==> src/hdl/rmmr_pkg.sv <==
// Shared constants for the remote monitor request register block.
// Assumes one clock domain and a status source outside that answers
// item lookups combinationally.
// Functional notes
// - Channel one code plus request loads result one
// - Single station: channel two loads result word one
// - Dual station: channel two lands at word five
// - Dual 32-bit channel one: lower, upper consecutive
// - Dual 32-bit channel two: lower five, upper six
// - Answer zero normally; error code zeroes results
package rmmr_pkg;
  // ==========================================================
  // Widths and reset values
  localparam int          RMMR_WORD_W    = 16;
  localparam int          RMMR_RES_WORDS = 8;
  localparam logic [15:0] RMMR_WORD_RST  = 16'h0000;
  localparam logic [15:0] RMMR_ANS_OK    = 16'h0000;
  // Error code for an unsupported item; value is arbitrary
  localparam logic [15:0] RMMR_ANS_BADCODE = 16'h0001;
  // ==========================================================
  // Result word positions within the output block
  localparam logic [2:0] RMMR_POS_RES1   = 3'h0;
  localparam logic [2:0] RMMR_POS_RES1UP = 3'h1;
  localparam logic [2:0] RMMR_POS_ANSWER = 3'h2;
  localparam logic [2:0] RMMR_POS_RES2LO = 3'h5;
  localparam logic [2:0] RMMR_POS_RES2UP = 3'h6;
  // ==========================================================
  // Request handshake states
  typedef enum logic [1:0] {
    RMMR_IDLE = 2'b00,
    RMMR_LOOK = 2'b01,
    RMMR_DONE = 2'b10
  } rmmr_state_t;
endpackage

==> src/hdl/rmmr_edge.sv <==
// Rising and falling edge detector for the monitor request bit.
// Assumes the request input is already synchronous to MCLK.
`timescale 1ns/1ps
module rmmr_edge (
  // Clock and reset
  input  wire logic clk,
  input  wire logic rst,
  // Level in, pulses out
  input  wire logic level,
  output wire logic rise,
  output wire logic fall
);
  import rmmr_pkg::*;
  // ==========================================================
  // Delayed copy
  logic level_r;  // Last cycle's level
  // Keep the previous level for edge compare
  always_ff @(posedge clk or posedge rst) begin
    if (rst) begin
      level_r <= 1'b0;
    end else begin
      level_r <= level;
    end
  end
  assign rise = level & ~level_r;
  assign fall = ~level & level_r;
endmodule

==> src/hdl/rmmr_top.sv <==
// Monitor request register bank: takes two monitor item codes and a
// request bit from the master, fetches item values from the status
// source and publishes result words plus an answer code and done bit.
// Assumes the status source answers a code lookup in the same cycle.
`timescale 1ns/1ps
module rmmr_top
  import rmmr_pkg::*;
(
  // Clock and reset
  input  wire logic                   MCLK,
  input  wire logic                   RST,
  // Configuration: high when two stations are occupied
  input  wire logic                   DUAL_STATION,
  // Master input words and request
  input  wire logic [RMMR_WORD_W-1:0] MONITOR_CODE_FIRST,
  input  wire logic [RMMR_WORD_W-1:0] MONITOR_CODE_SECOND,
  input  wire logic                   MONITOR_REQUEST_BIT,
  // Status source lookup, channel one
  output wire logic [RMMR_WORD_W-1:0] LOOK1_CODE,
  input  wire logic [31:0]            LOOK1_VALUE,
  input  wire logic                   LOOK1_VALID,
  // Status source lookup, channel two
  output wire logic [RMMR_WORD_W-1:0] LOOK2_CODE,
  input  wire logic [31:0]            LOOK2_VALUE,
  input  wire logic                   LOOK2_VALID,
  // Output words to the master
  output wire logic [RMMR_WORD_W-1:0] MONITOR_RESULT_FIRST,
  output wire logic [RMMR_WORD_W-1:0] MONITOR_RESULT_SECOND_OR_UPPER,
  output wire logic [RMMR_WORD_W-1:0] ANSWER_RESULT_WORD,
  output wire logic [RMMR_WORD_W-1:0] MONITOR_RESULT_SECOND_LOWER,
  output wire logic [RMMR_WORD_W-1:0] MONITOR_RESULT_SECOND_UPPER,
  output wire logic                   MONITOR_DONE_BIT
);
  // ==========================================================
  // State and storage
  rmmr_state_t      state_r;                      // Handshake state
  rmmr_state_t      state_nxt;                    // Next state
  logic [15:0]      res_r   [RMMR_RES_WORDS];     // Result block
  logic [15:0]      res_nxt [RMMR_RES_WORDS];     // Next result block
  logic             done_r;                       // Done bit
  logic             dual_r;                       // Latched config
  logic [15:0]      code1_r;                      // Captured code one
  logic [15:0]      code2_r;                      // Captured code two
  logic             req_rise;                     // Request rising
  logic             req_fall;                     // Request falling
  logic             load;                         // Publish this cycle
  logic             bad;                          // Some code unknown

  // ==========================================================
  // Request edges
  rmmr_edge u_edge (
    .clk   (MCLK),
    .rst   (RST),
    .level (MONITOR_REQUEST_BIT),
    .rise  (req_rise),
    .fall  (req_fall)
  );

  // ==========================================================
  // Handshake decode
  // Codes are captured on the rising edge so a master changing them
  // mid-lookup cannot tear the answer; lookup happens one cycle later.
  assign LOOK1_CODE = code1_r;
  assign LOOK2_CODE = code2_r;
  assign load       = (state_r == RMMR_LOOK);
  assign bad        = ~LOOK1_VALID | ~LOOK2_VALID;

  // Next-state selection
  always_comb begin
    state_nxt = state_r;
    case (state_r)
      RMMR_IDLE: begin
        if (req_rise) begin
          state_nxt = RMMR_LOOK;
        end
      end
      RMMR_LOOK: begin
        state_nxt = RMMR_DONE;
      end
      RMMR_DONE: begin
        if (!MONITOR_REQUEST_BIT) begin
          state_nxt = RMMR_IDLE;
        end
      end
      default: begin
        state_nxt = RMMR_IDLE;
      end
    endcase
  end

  // ==========================================================
  // Result word placement
  // Words not written by the current configuration keep their value;
  // the master is expected to leave unusable positions alone.
  always_comb begin
    for (int i = 0; i < RMMR_RES_WORDS; i++) begin
      res_nxt[i] = res_r[i];
    end
    if (load) begin
      if (bad) begin
        // Unknown item: clear all monitor words, flag error
        res_nxt[RMMR_POS_RES1]   = RMMR_WORD_RST;
        res_nxt[RMMR_POS_RES1UP] = RMMR_WORD_RST;
        res_nxt[RMMR_POS_RES2LO] = RMMR_WORD_RST;
        res_nxt[RMMR_POS_RES2UP] = RMMR_WORD_RST;
        res_nxt[RMMR_POS_ANSWER] = RMMR_ANS_BADCODE;
      end else if (dual_r) begin
        // Lower then upper half per channel
        res_nxt[RMMR_POS_RES1]   = LOOK1_VALUE[15:0];
        res_nxt[RMMR_POS_RES1UP] = LOOK1_VALUE[31:16];
        res_nxt[RMMR_POS_RES2LO] = LOOK2_VALUE[15:0];
        res_nxt[RMMR_POS_RES2UP] = LOOK2_VALUE[31:16];
        res_nxt[RMMR_POS_ANSWER] = RMMR_ANS_OK;
      end else begin
        // Single station: 16-bit values at words zero and one
        res_nxt[RMMR_POS_RES1]   = LOOK1_VALUE[15:0];
        res_nxt[RMMR_POS_RES1UP] = LOOK2_VALUE[15:0];
        res_nxt[RMMR_POS_ANSWER] = RMMR_ANS_OK;
      end
    end
  end

  // ==========================================================
  // State, codes and configuration
  always_ff @(posedge MCLK or posedge RST) begin
    if (RST) begin
      state_r <= RMMR_IDLE;
      code1_r <= RMMR_WORD_RST;
      code2_r <= RMMR_WORD_RST;
      dual_r  <= 1'b0;
    end else begin
      state_r <= state_nxt;
      if (req_rise && state_r == RMMR_IDLE) begin
        code1_r <= MONITOR_CODE_FIRST;
        code2_r <= MONITOR_CODE_SECOND;
        dual_r  <= DUAL_STATION;
      end
    end
  end

  // Result words and done bit, published together
  always_ff @(posedge MCLK or posedge RST) begin
    if (RST) begin
      for (int i = 0; i < RMMR_RES_WORDS; i++) begin
        res_r[i] <= RMMR_WORD_RST;
      end
      done_r <= 1'b0;
    end else begin
      res_r  <= res_nxt;
      done_r <= (state_nxt == RMMR_DONE);
    end
  end

  // ==========================================================
  // Outputs
  assign MONITOR_RESULT_FIRST           = res_r[RMMR_POS_RES1];
  assign MONITOR_RESULT_SECOND_OR_UPPER = res_r[RMMR_POS_RES1UP];
  assign ANSWER_RESULT_WORD             = res_r[RMMR_POS_ANSWER];
  assign MONITOR_RESULT_SECOND_LOWER    = res_r[RMMR_POS_RES2LO];
  assign MONITOR_RESULT_SECOND_UPPER    = res_r[RMMR_POS_RES2UP];
  assign MONITOR_DONE_BIT               = done_r;

  // ==========================================================
  // Checks
  chk_done_follows_req: assert property (
    @(posedge MCLK) disable iff (RST)
    (req_rise && state_r == RMMR_IDLE) |-> ##2 MONITOR_DONE_BIT)
    else $error("done not raised two cycles after request");

  chk_done_drops: assert property (
    @(posedge MCLK) disable iff (RST)
    (MONITOR_DONE_BIT && !MONITOR_REQUEST_BIT) |=> !MONITOR_DONE_BIT)
    else $error("done held after request dropped");

  chk_result_one: assert property (
    @(posedge MCLK) disable iff (RST)
    (load && !bad) |=> MONITOR_RESULT_FIRST == $past(LOOK1_VALUE[15:0]))
    else $error("result one not loaded");

  chk_single_second: assert property (
    @(posedge MCLK) disable iff (RST)
    (load && !bad && !dual_r) |=>
      MONITOR_RESULT_SECOND_OR_UPPER == $past(LOOK2_VALUE[15:0]))
    else $error("single station word two wrong");

  chk_dual_upper1: assert property (
    @(posedge MCLK) disable iff (RST)
    (load && !bad && dual_r) |=>
      MONITOR_RESULT_SECOND_OR_UPPER == $past(LOOK1_VALUE[31:16]))
    else $error("channel one upper half wrong");

  chk_dual_lower2: assert property (
    @(posedge MCLK) disable iff (RST)
    (load && !bad && dual_r) |=>
      MONITOR_RESULT_SECOND_LOWER == $past(LOOK2_VALUE[15:0]))
    else $error("channel two lower word wrong");

  chk_dual_upper2: assert property (
    @(posedge MCLK) disable iff (RST)
    (load && !bad && dual_r) |=>
      MONITOR_RESULT_SECOND_UPPER == $past(LOOK2_VALUE[31:16]))
    else $error("channel two upper word wrong");

  chk_bad_zeroes: assert property (
    @(posedge MCLK) disable iff (RST)
    (load && bad) |=> (ANSWER_RESULT_WORD == RMMR_ANS_BADCODE
      && MONITOR_RESULT_FIRST == RMMR_WORD_RST
      && MONITOR_RESULT_SECOND_OR_UPPER == RMMR_WORD_RST
      && MONITOR_RESULT_SECOND_LOWER == RMMR_WORD_RST
      && MONITOR_RESULT_SECOND_UPPER == RMMR_WORD_RST))
    else $error("error answer did not clear results");

  // Falling request while done is up must clear done on the next edge
  chk_fall_clears: assert property (
    @(posedge MCLK) disable iff (RST)
    (req_fall && MONITOR_DONE_BIT) |=> !MONITOR_DONE_BIT)
    else $error("done held after request fell");

  chk_done_waits: assert property (
    @(posedge MCLK) disable iff (RST)
    (MONITOR_DONE_BIT && MONITOR_REQUEST_BIT) |=> MONITOR_DONE_BIT)
    else $error("done dropped while request still high");

  chk_answer_ok: assert property (
    @(posedge MCLK) disable iff (RST)
    (load && !bad) |=> ANSWER_RESULT_WORD == RMMR_ANS_OK)
    else $error("answer not zero after good lookup");

  // Single station leaves words five and six to their previous owner
  chk_single_keeps: assert property (
    @(posedge MCLK) disable iff (RST)
    (load && !bad && !dual_r) |=>
      ($stable(MONITOR_RESULT_SECOND_LOWER)
      && $stable(MONITOR_RESULT_SECOND_UPPER)))
    else $error("single station touched words five and six");
endmodule

==> config.mk <==
export PLATFORM = sky130hd
export DESIGN_NAME = rmmr_top
export DESIGN_NICKNAME = d
export VERILOG_FILES = /design/src/hdl/rmmr_pkg.sv /design/src/hdl/rmmr_edge.sv /design/src/hdl/rmmr_top.sv
export SDC_FILE = /design/constraint.sdc
export NUM_CORES = 1
export LEC_CHECK = 0
export BUFFER_PORTS_ARGS = -buffer_cell sky130_fd_sc_hd__buf_2
export CAP_MARGIN = 20
export CORE_ASPECT_RATIO = 0.9
export CORE_UTILIZATION = 48
export CTS_BUF_LIST = sky130_fd_sc_hd__clkbuf_4
export DETAILED_ROUTE_END_ITERATION = 6
export HOLD_SLACK_MARGIN = 0.08
export PLACE_DENSITY_LB_ADDON = 0.08
export SLEW_MARGIN = 25
export SYNTH_ARGS = -nofsm -noshare
export SYNTH_HDL_FRONTEND = slang
export SYNTH_SLANG_ARGS = --single-unit
==> constraint.sdc <==
create_clock -name MCLK -period 8.4 [get_ports MCLK]
set_input_delay 1.26 -clock MCLK [delete_from_list [all_inputs] [get_ports MCLK]]
set_output_delay 1.26 -clock MCLK [all_outputs]
set_load 0.02 [all_outputs]
; ---- Yosys cells after proc, flatten, opt, wreduce, memory -nomap -nowiden
; Index checks and enable logic that the tools add are counted.
[word_totals]
output_inout_bits = 113
wordCells = 30
register_bits = 117
inputBits = 102
[classes]
eq_ne = 3
mux = 7
n_bitwise = 5
n_reduce_logical = 4
[op_table]
columns = cell, count
row1 = $mux W32, 3
row2 = $mux W48, 1
row3 = $pmux W2 S3, 1
row4 = $eq A2 B2 Y1 const B, 2
row5 = $mux W2, 2
row6 = $not A1 Y1, 3
row7 = $eq A2 B1 Y1 const B, 1
row8 = $logic_not A2 Y1, 1
row9 = $reduce_and A2 Y1, 1
row10 = $reduce_bool A2 Y1, 1
row11 = $and A1 B1 Y1, 1
row12 = $logic_and A1 B1 Y1, 1
row13 = $or A1 B1 Y1, 1

; ---- Depth between registers and ports, before layout
[logic_depth]
ltp_word = 5
mapped_depth = 5
depth_no_buf = 3

; ---- Modules after synthesis
; Synthesis repeated with hierarchy kept, for this count alone.
[hier_totals]
hier_cells = 283
area_unflattened_um2 = 4016.4
[by_module_without_submodules]
columns = module, seq_area_each_um2, area_per_inst_um2, n_inst, cells_per_inst
row1 = rmmr_top, 2527.4, 3972.6, 1, 279
row2 = rmmr_edge, 25.0, 43.8, 1, 4

; ---- Least setup slack after synthesis
; OpenSTA, ideal clock, no wires.
[synth_timing]
path_kind = input to register
from = input port MONITOR_REQUEST_BIT
to = register code1_r[10], in the netlist LOOK1_CODE[10]
n_path_buf = 1
setup_time_ps = 125
path_slack_ps = 6106
required_ps = 8275
t_arrival_ps = 2169
path_stages = 3
cell_sequence = nor4b_4 -> buf_6 -> mux2_2
[synth_via]
elab_chain_len = 2
[synth_lines]
columns = element, line
row1 = from (decl), rmmr_top.sv:17  ; input wire logic MONITOR_REQUEST_BIT,
row2 = $and A1 B1 Y1, rmmr_edge.sv:25  ; assign rise = level & ~level_r;
row3 = $logic_and A1 B1 Y1, rmmr_top.sv:133  ; if (req_rise && state_r == RMMR_IDLE) begin
row4 = to (signal assigned), rmmr_top.sv:128  ; code1_r <= RMMR_WORD_RST;
row5 = to (signal assigned), rmmr_top.sv:134  ; code1_r <= MONITOR_CODE_FIRST;
row6 = to (decl), rmmr_top.sv:42  ; logic [15:0] code1_r;
; Every way passes these cells.
; A chain may end at the register's enable or synchronous reset.

; ---- Final worst setup path
[layout_timing]
from = register res_r, in the netlist MONITOR_RESULT_SECOND_LOWER[13]
to = output port MONITOR_RESULT_SECOND_LOWER[13]
[layout_rtl]
columns = element, line
row1 = from (decl), rmmr_top.sv:38  ; logic [15:0] res_r [RMMR_RES_WORDS];
row2 = from (signal assigned), rmmr_top.sv:149  ; res_r <= res_nxt;
row3 = to (decl), rmmr_top.sv:30  ; output wire logic [RMMR_WORD_W-1:0] MONITOR_RESULT_SECOND_LOWER,
; No word-level cell between the ends.

==> impl_metrics.ini <==
[power_and_ir_drop]
p_sw_uw = 445
p_int_uw = 803
p_seq_share_pct = 51.5
power.share.clock_pct = 18.0
total_power_uw = 1250
p_leak_uw = 0.00279
comb_power_share_pct = 30.5
p_sw_share_pct = 35.7
peakVddDrop_uv = 159
p_per_area_nw_per_um2 = 246

[synth]
synthAdderAreaFrac_pct = 0
netlist_area_um2 = 3970
ys_ff_latch = 102
seq_area_frac_synth_pct = 64.4
yosys.cell_types.count = 22
synth_compound_area_share_pct = 12.7
synth_top_family_by_area = multiplexers
synth-simple-area-share_pct = 3.72
syn_area_per_cell_um2 = 14.2
synth_warnings = 0
syn_inst = 280
muxShareOfSynthArea_pct = 13.4
synth-xor-area-share_pct = 0

[cts]
postCtsHoldBufs = 0
clk_latency_ns = 0.44
clock_path_buffers = 2
cts_buffers = 9
cts.reportedPaths.clkPinSlew_ns = 0.16
cts_max_level = 3
ctsResizeCount = 0
cts_tree = built
clock-sinks = 102
clock-root-buffer = clkbuf_4
post-cts-setup-buffers = 0

[setup_path]
crit_chain = buf_2
slowest_delay_ns = 0.43
arrival_ns = 1.04
path_delay_family = flip-flops
path_class = reg -> out
cp.required_ns = 7.14
end_kind = output pin
r2r_slack_ns = 6.62
cp_num_buf_inv = 1
cp-start-kind = flop
cp_max_fo = 2
critPathSlowestCell = dfrtp_1

[detailed_routing]
num_vias = 2912
via_per_inst = 5.03
drt_iter0_markers = 122
drc = 30
first_pass_iters = 7
wire_per_inst_um = 15.6
final_antenna_net_count = 0
drt-total-wl_um = 9020

[floorplanning]
die_x_um = 97.8
die_h_um = 88.2
initial_core_util_pct = 49.4
die_area_um2 = 8630
io_pins = 215
rows = 31
core_um2 = 8030

[timing]
slew_headroom_pct = 55.4
setup_viol = 0
skew_ns = 0.0125
worst_pin_slew_ns = 0.669
rsz0062_at_grt = no
min_period_ns = 2.30
slew_violations = 0
max_freq_ghz = 0.436
fin_crit_sh_pct = 27.3
setup_tns_ns = 0
timing.final.ws_setup_ns = 6.10
hold_violations = 0

[global_route]
grt_pass1_wl_um = 14500
grt_max_degree = 76
grt-ovfl-total = 0
grt_usage_pct = 21.9
antenna_found_initial = 0
grt_pass1_vias = 2789

[final_layout]
multi_input_area_um2 = 1250
final_nets = 577
seqCellArea_um2 = 2550
mostFrequentLayoutCells = buf_2 (199), dfrtp_1 (101), a22o_1 (48)
fin_area_um2 = 5080
n_antenna_cell = 0
final_common_cell = buf_2
fillers = 667
drive_gt1_share_pct = 53.5
final_core_util_pct = 63.2
syn2layout_area_growth_pct = 28.1

[placement]
gp_congestion = 0.715
hpwl_um = 6480
dp_slack_ns = 5.81
port_buffers = 199
detailed_place.area_um2 = 4950

[job]
drv_cap = 0

[status]
outcome = finished, violations left
failed_checks = design-rule violations

[worst_hold_path]
worstHoldPathType = reg -> reg
[worst reg2reg max path: stages, from the launching register on]
cell,delay (ns)
dfrtp_2,0.77
and3_2,0.72
a22o_1,0.25
[sequential cells by signal (all words and copies together) (netlist names), 2 cells and up]
signal / count
LOOK1_CODE: 16
LOOK2_CODE: 16
MONITOR_RESULT_FIRST: 16
MONITOR_RESULT_SECOND_LOWER: 16
MONITOR_RESULT_SECOND_OR_UPPER: 16
MONITOR_RESULT_SECOND_UPPER: 16
state_r: 2
[cell families (layout without fill, tap and decap cells)]
logic type	after synthesis	after routing
AOI/OAI and AO/OA	65	65
buffers and inverters	34	220
DFF	102	102
muxes	49	49
other	1	15
and+or+nand+nor	29	29
[per-stage QoR]
stage / hold slack (ns) / std cells
after floorplan: 0.590 / 294
after global placement: 0.458 / 563
after detailed placement: 0.468 / 563
after CTS: 0.500 / 579
after global routing: 0.532 / 579
final: 0.497 / 579
[Yosys cell counts]
library cell    n  area, um^2
dfrtp_1       102        2550
a22o_1         48         420
mux2_2         32         360
nand2_1        20        75.1
buf_4          18         135
mux2i_1        16         160
o21ai_0        16        80.1
clkbuf_1        7        26.3
buf_2           5        25.0
buf_6           3        33.8
nor2_1          2        7.51
and2_1          1        6.26
and3_1          1        6.26
conb_1          1        3.75
inv_1           1        3.75
mux2_1          1        11.3
nand2b_1        1        6.26
nand3b_1        1        7.51
nor2_2          1        6.26
nor2b_2         1        8.76
nor4b_4         1        23.8
o21ai_1         1        5.00
[power by group through the flow]
stage          logic [uW]  clock network, uW  registers (uW)
2_1_floorplan         140                  0             754
3_3_place_gp          381                  0             648
3_5_place_dp          387                  0             652
4_1_cts               387                234             643
5_1_grt               411                256             657
6_report              380                225             642
[worst paths after layout]
check	startpoint	endpoint	cells after the start
max in group asynchronous	RST	state_r[0]$_DFF_PP0_	3
max reg2reg	dual_r$_DFFE_PP0P_	MONITOR_RESULT_SECOND_UPPER[1]$_DFFE_PP0P_	2
min	MONITOR_RESULT_SECOND_OR_UPPER[6]$_DFFE_PP0P_	MONITOR_RESULT_SECOND_OR_UPPER[6]$_DFFE_PP0P_	2
min in group asynchronous	RST	LOOK1_CODE[0]$_DFFE_PP0P_	2
min reg2reg	MONITOR_RESULT_SECOND_OR_UPPER[6]$_DFFE_PP0P_	MONITOR_RESULT_SECOND_OR_UPPER[6]$_DFFE_PP0P_	2
max	MONITOR_RESULT_SECOND_LOWER[13]$_DFFE_PP0P_	MONITOR_RESULT_SECOND_LOWER[13]	1
[layer usage]
metal / GRT usage, % / vias to the layer above / wire (um) / part of all wire [%]
met2: 34.9 / 133 / 4410 / 49
met1: 30.4 / 1412 / 3790 / 42
met3: 6.71 / 7 / 747 / 8.3
met5: 0 / - / 0 / 0
li1: - / 1360 / - / -
met4: 4.13 / 0 / 72 / 0.80
[cell type report]
class | count | area share, %
repair buffers | 203 | 20.3
inverters | 1 | 0.123
well taps | 99 | 2.44
multi-input cells | 158 | 24.5
clock inverters | 7 | 0.986
flip-flops and latches | 102 | 50.3
clock buffers | 9 | 1.33
Note: power is estimated with default switching activity, not from simulation.
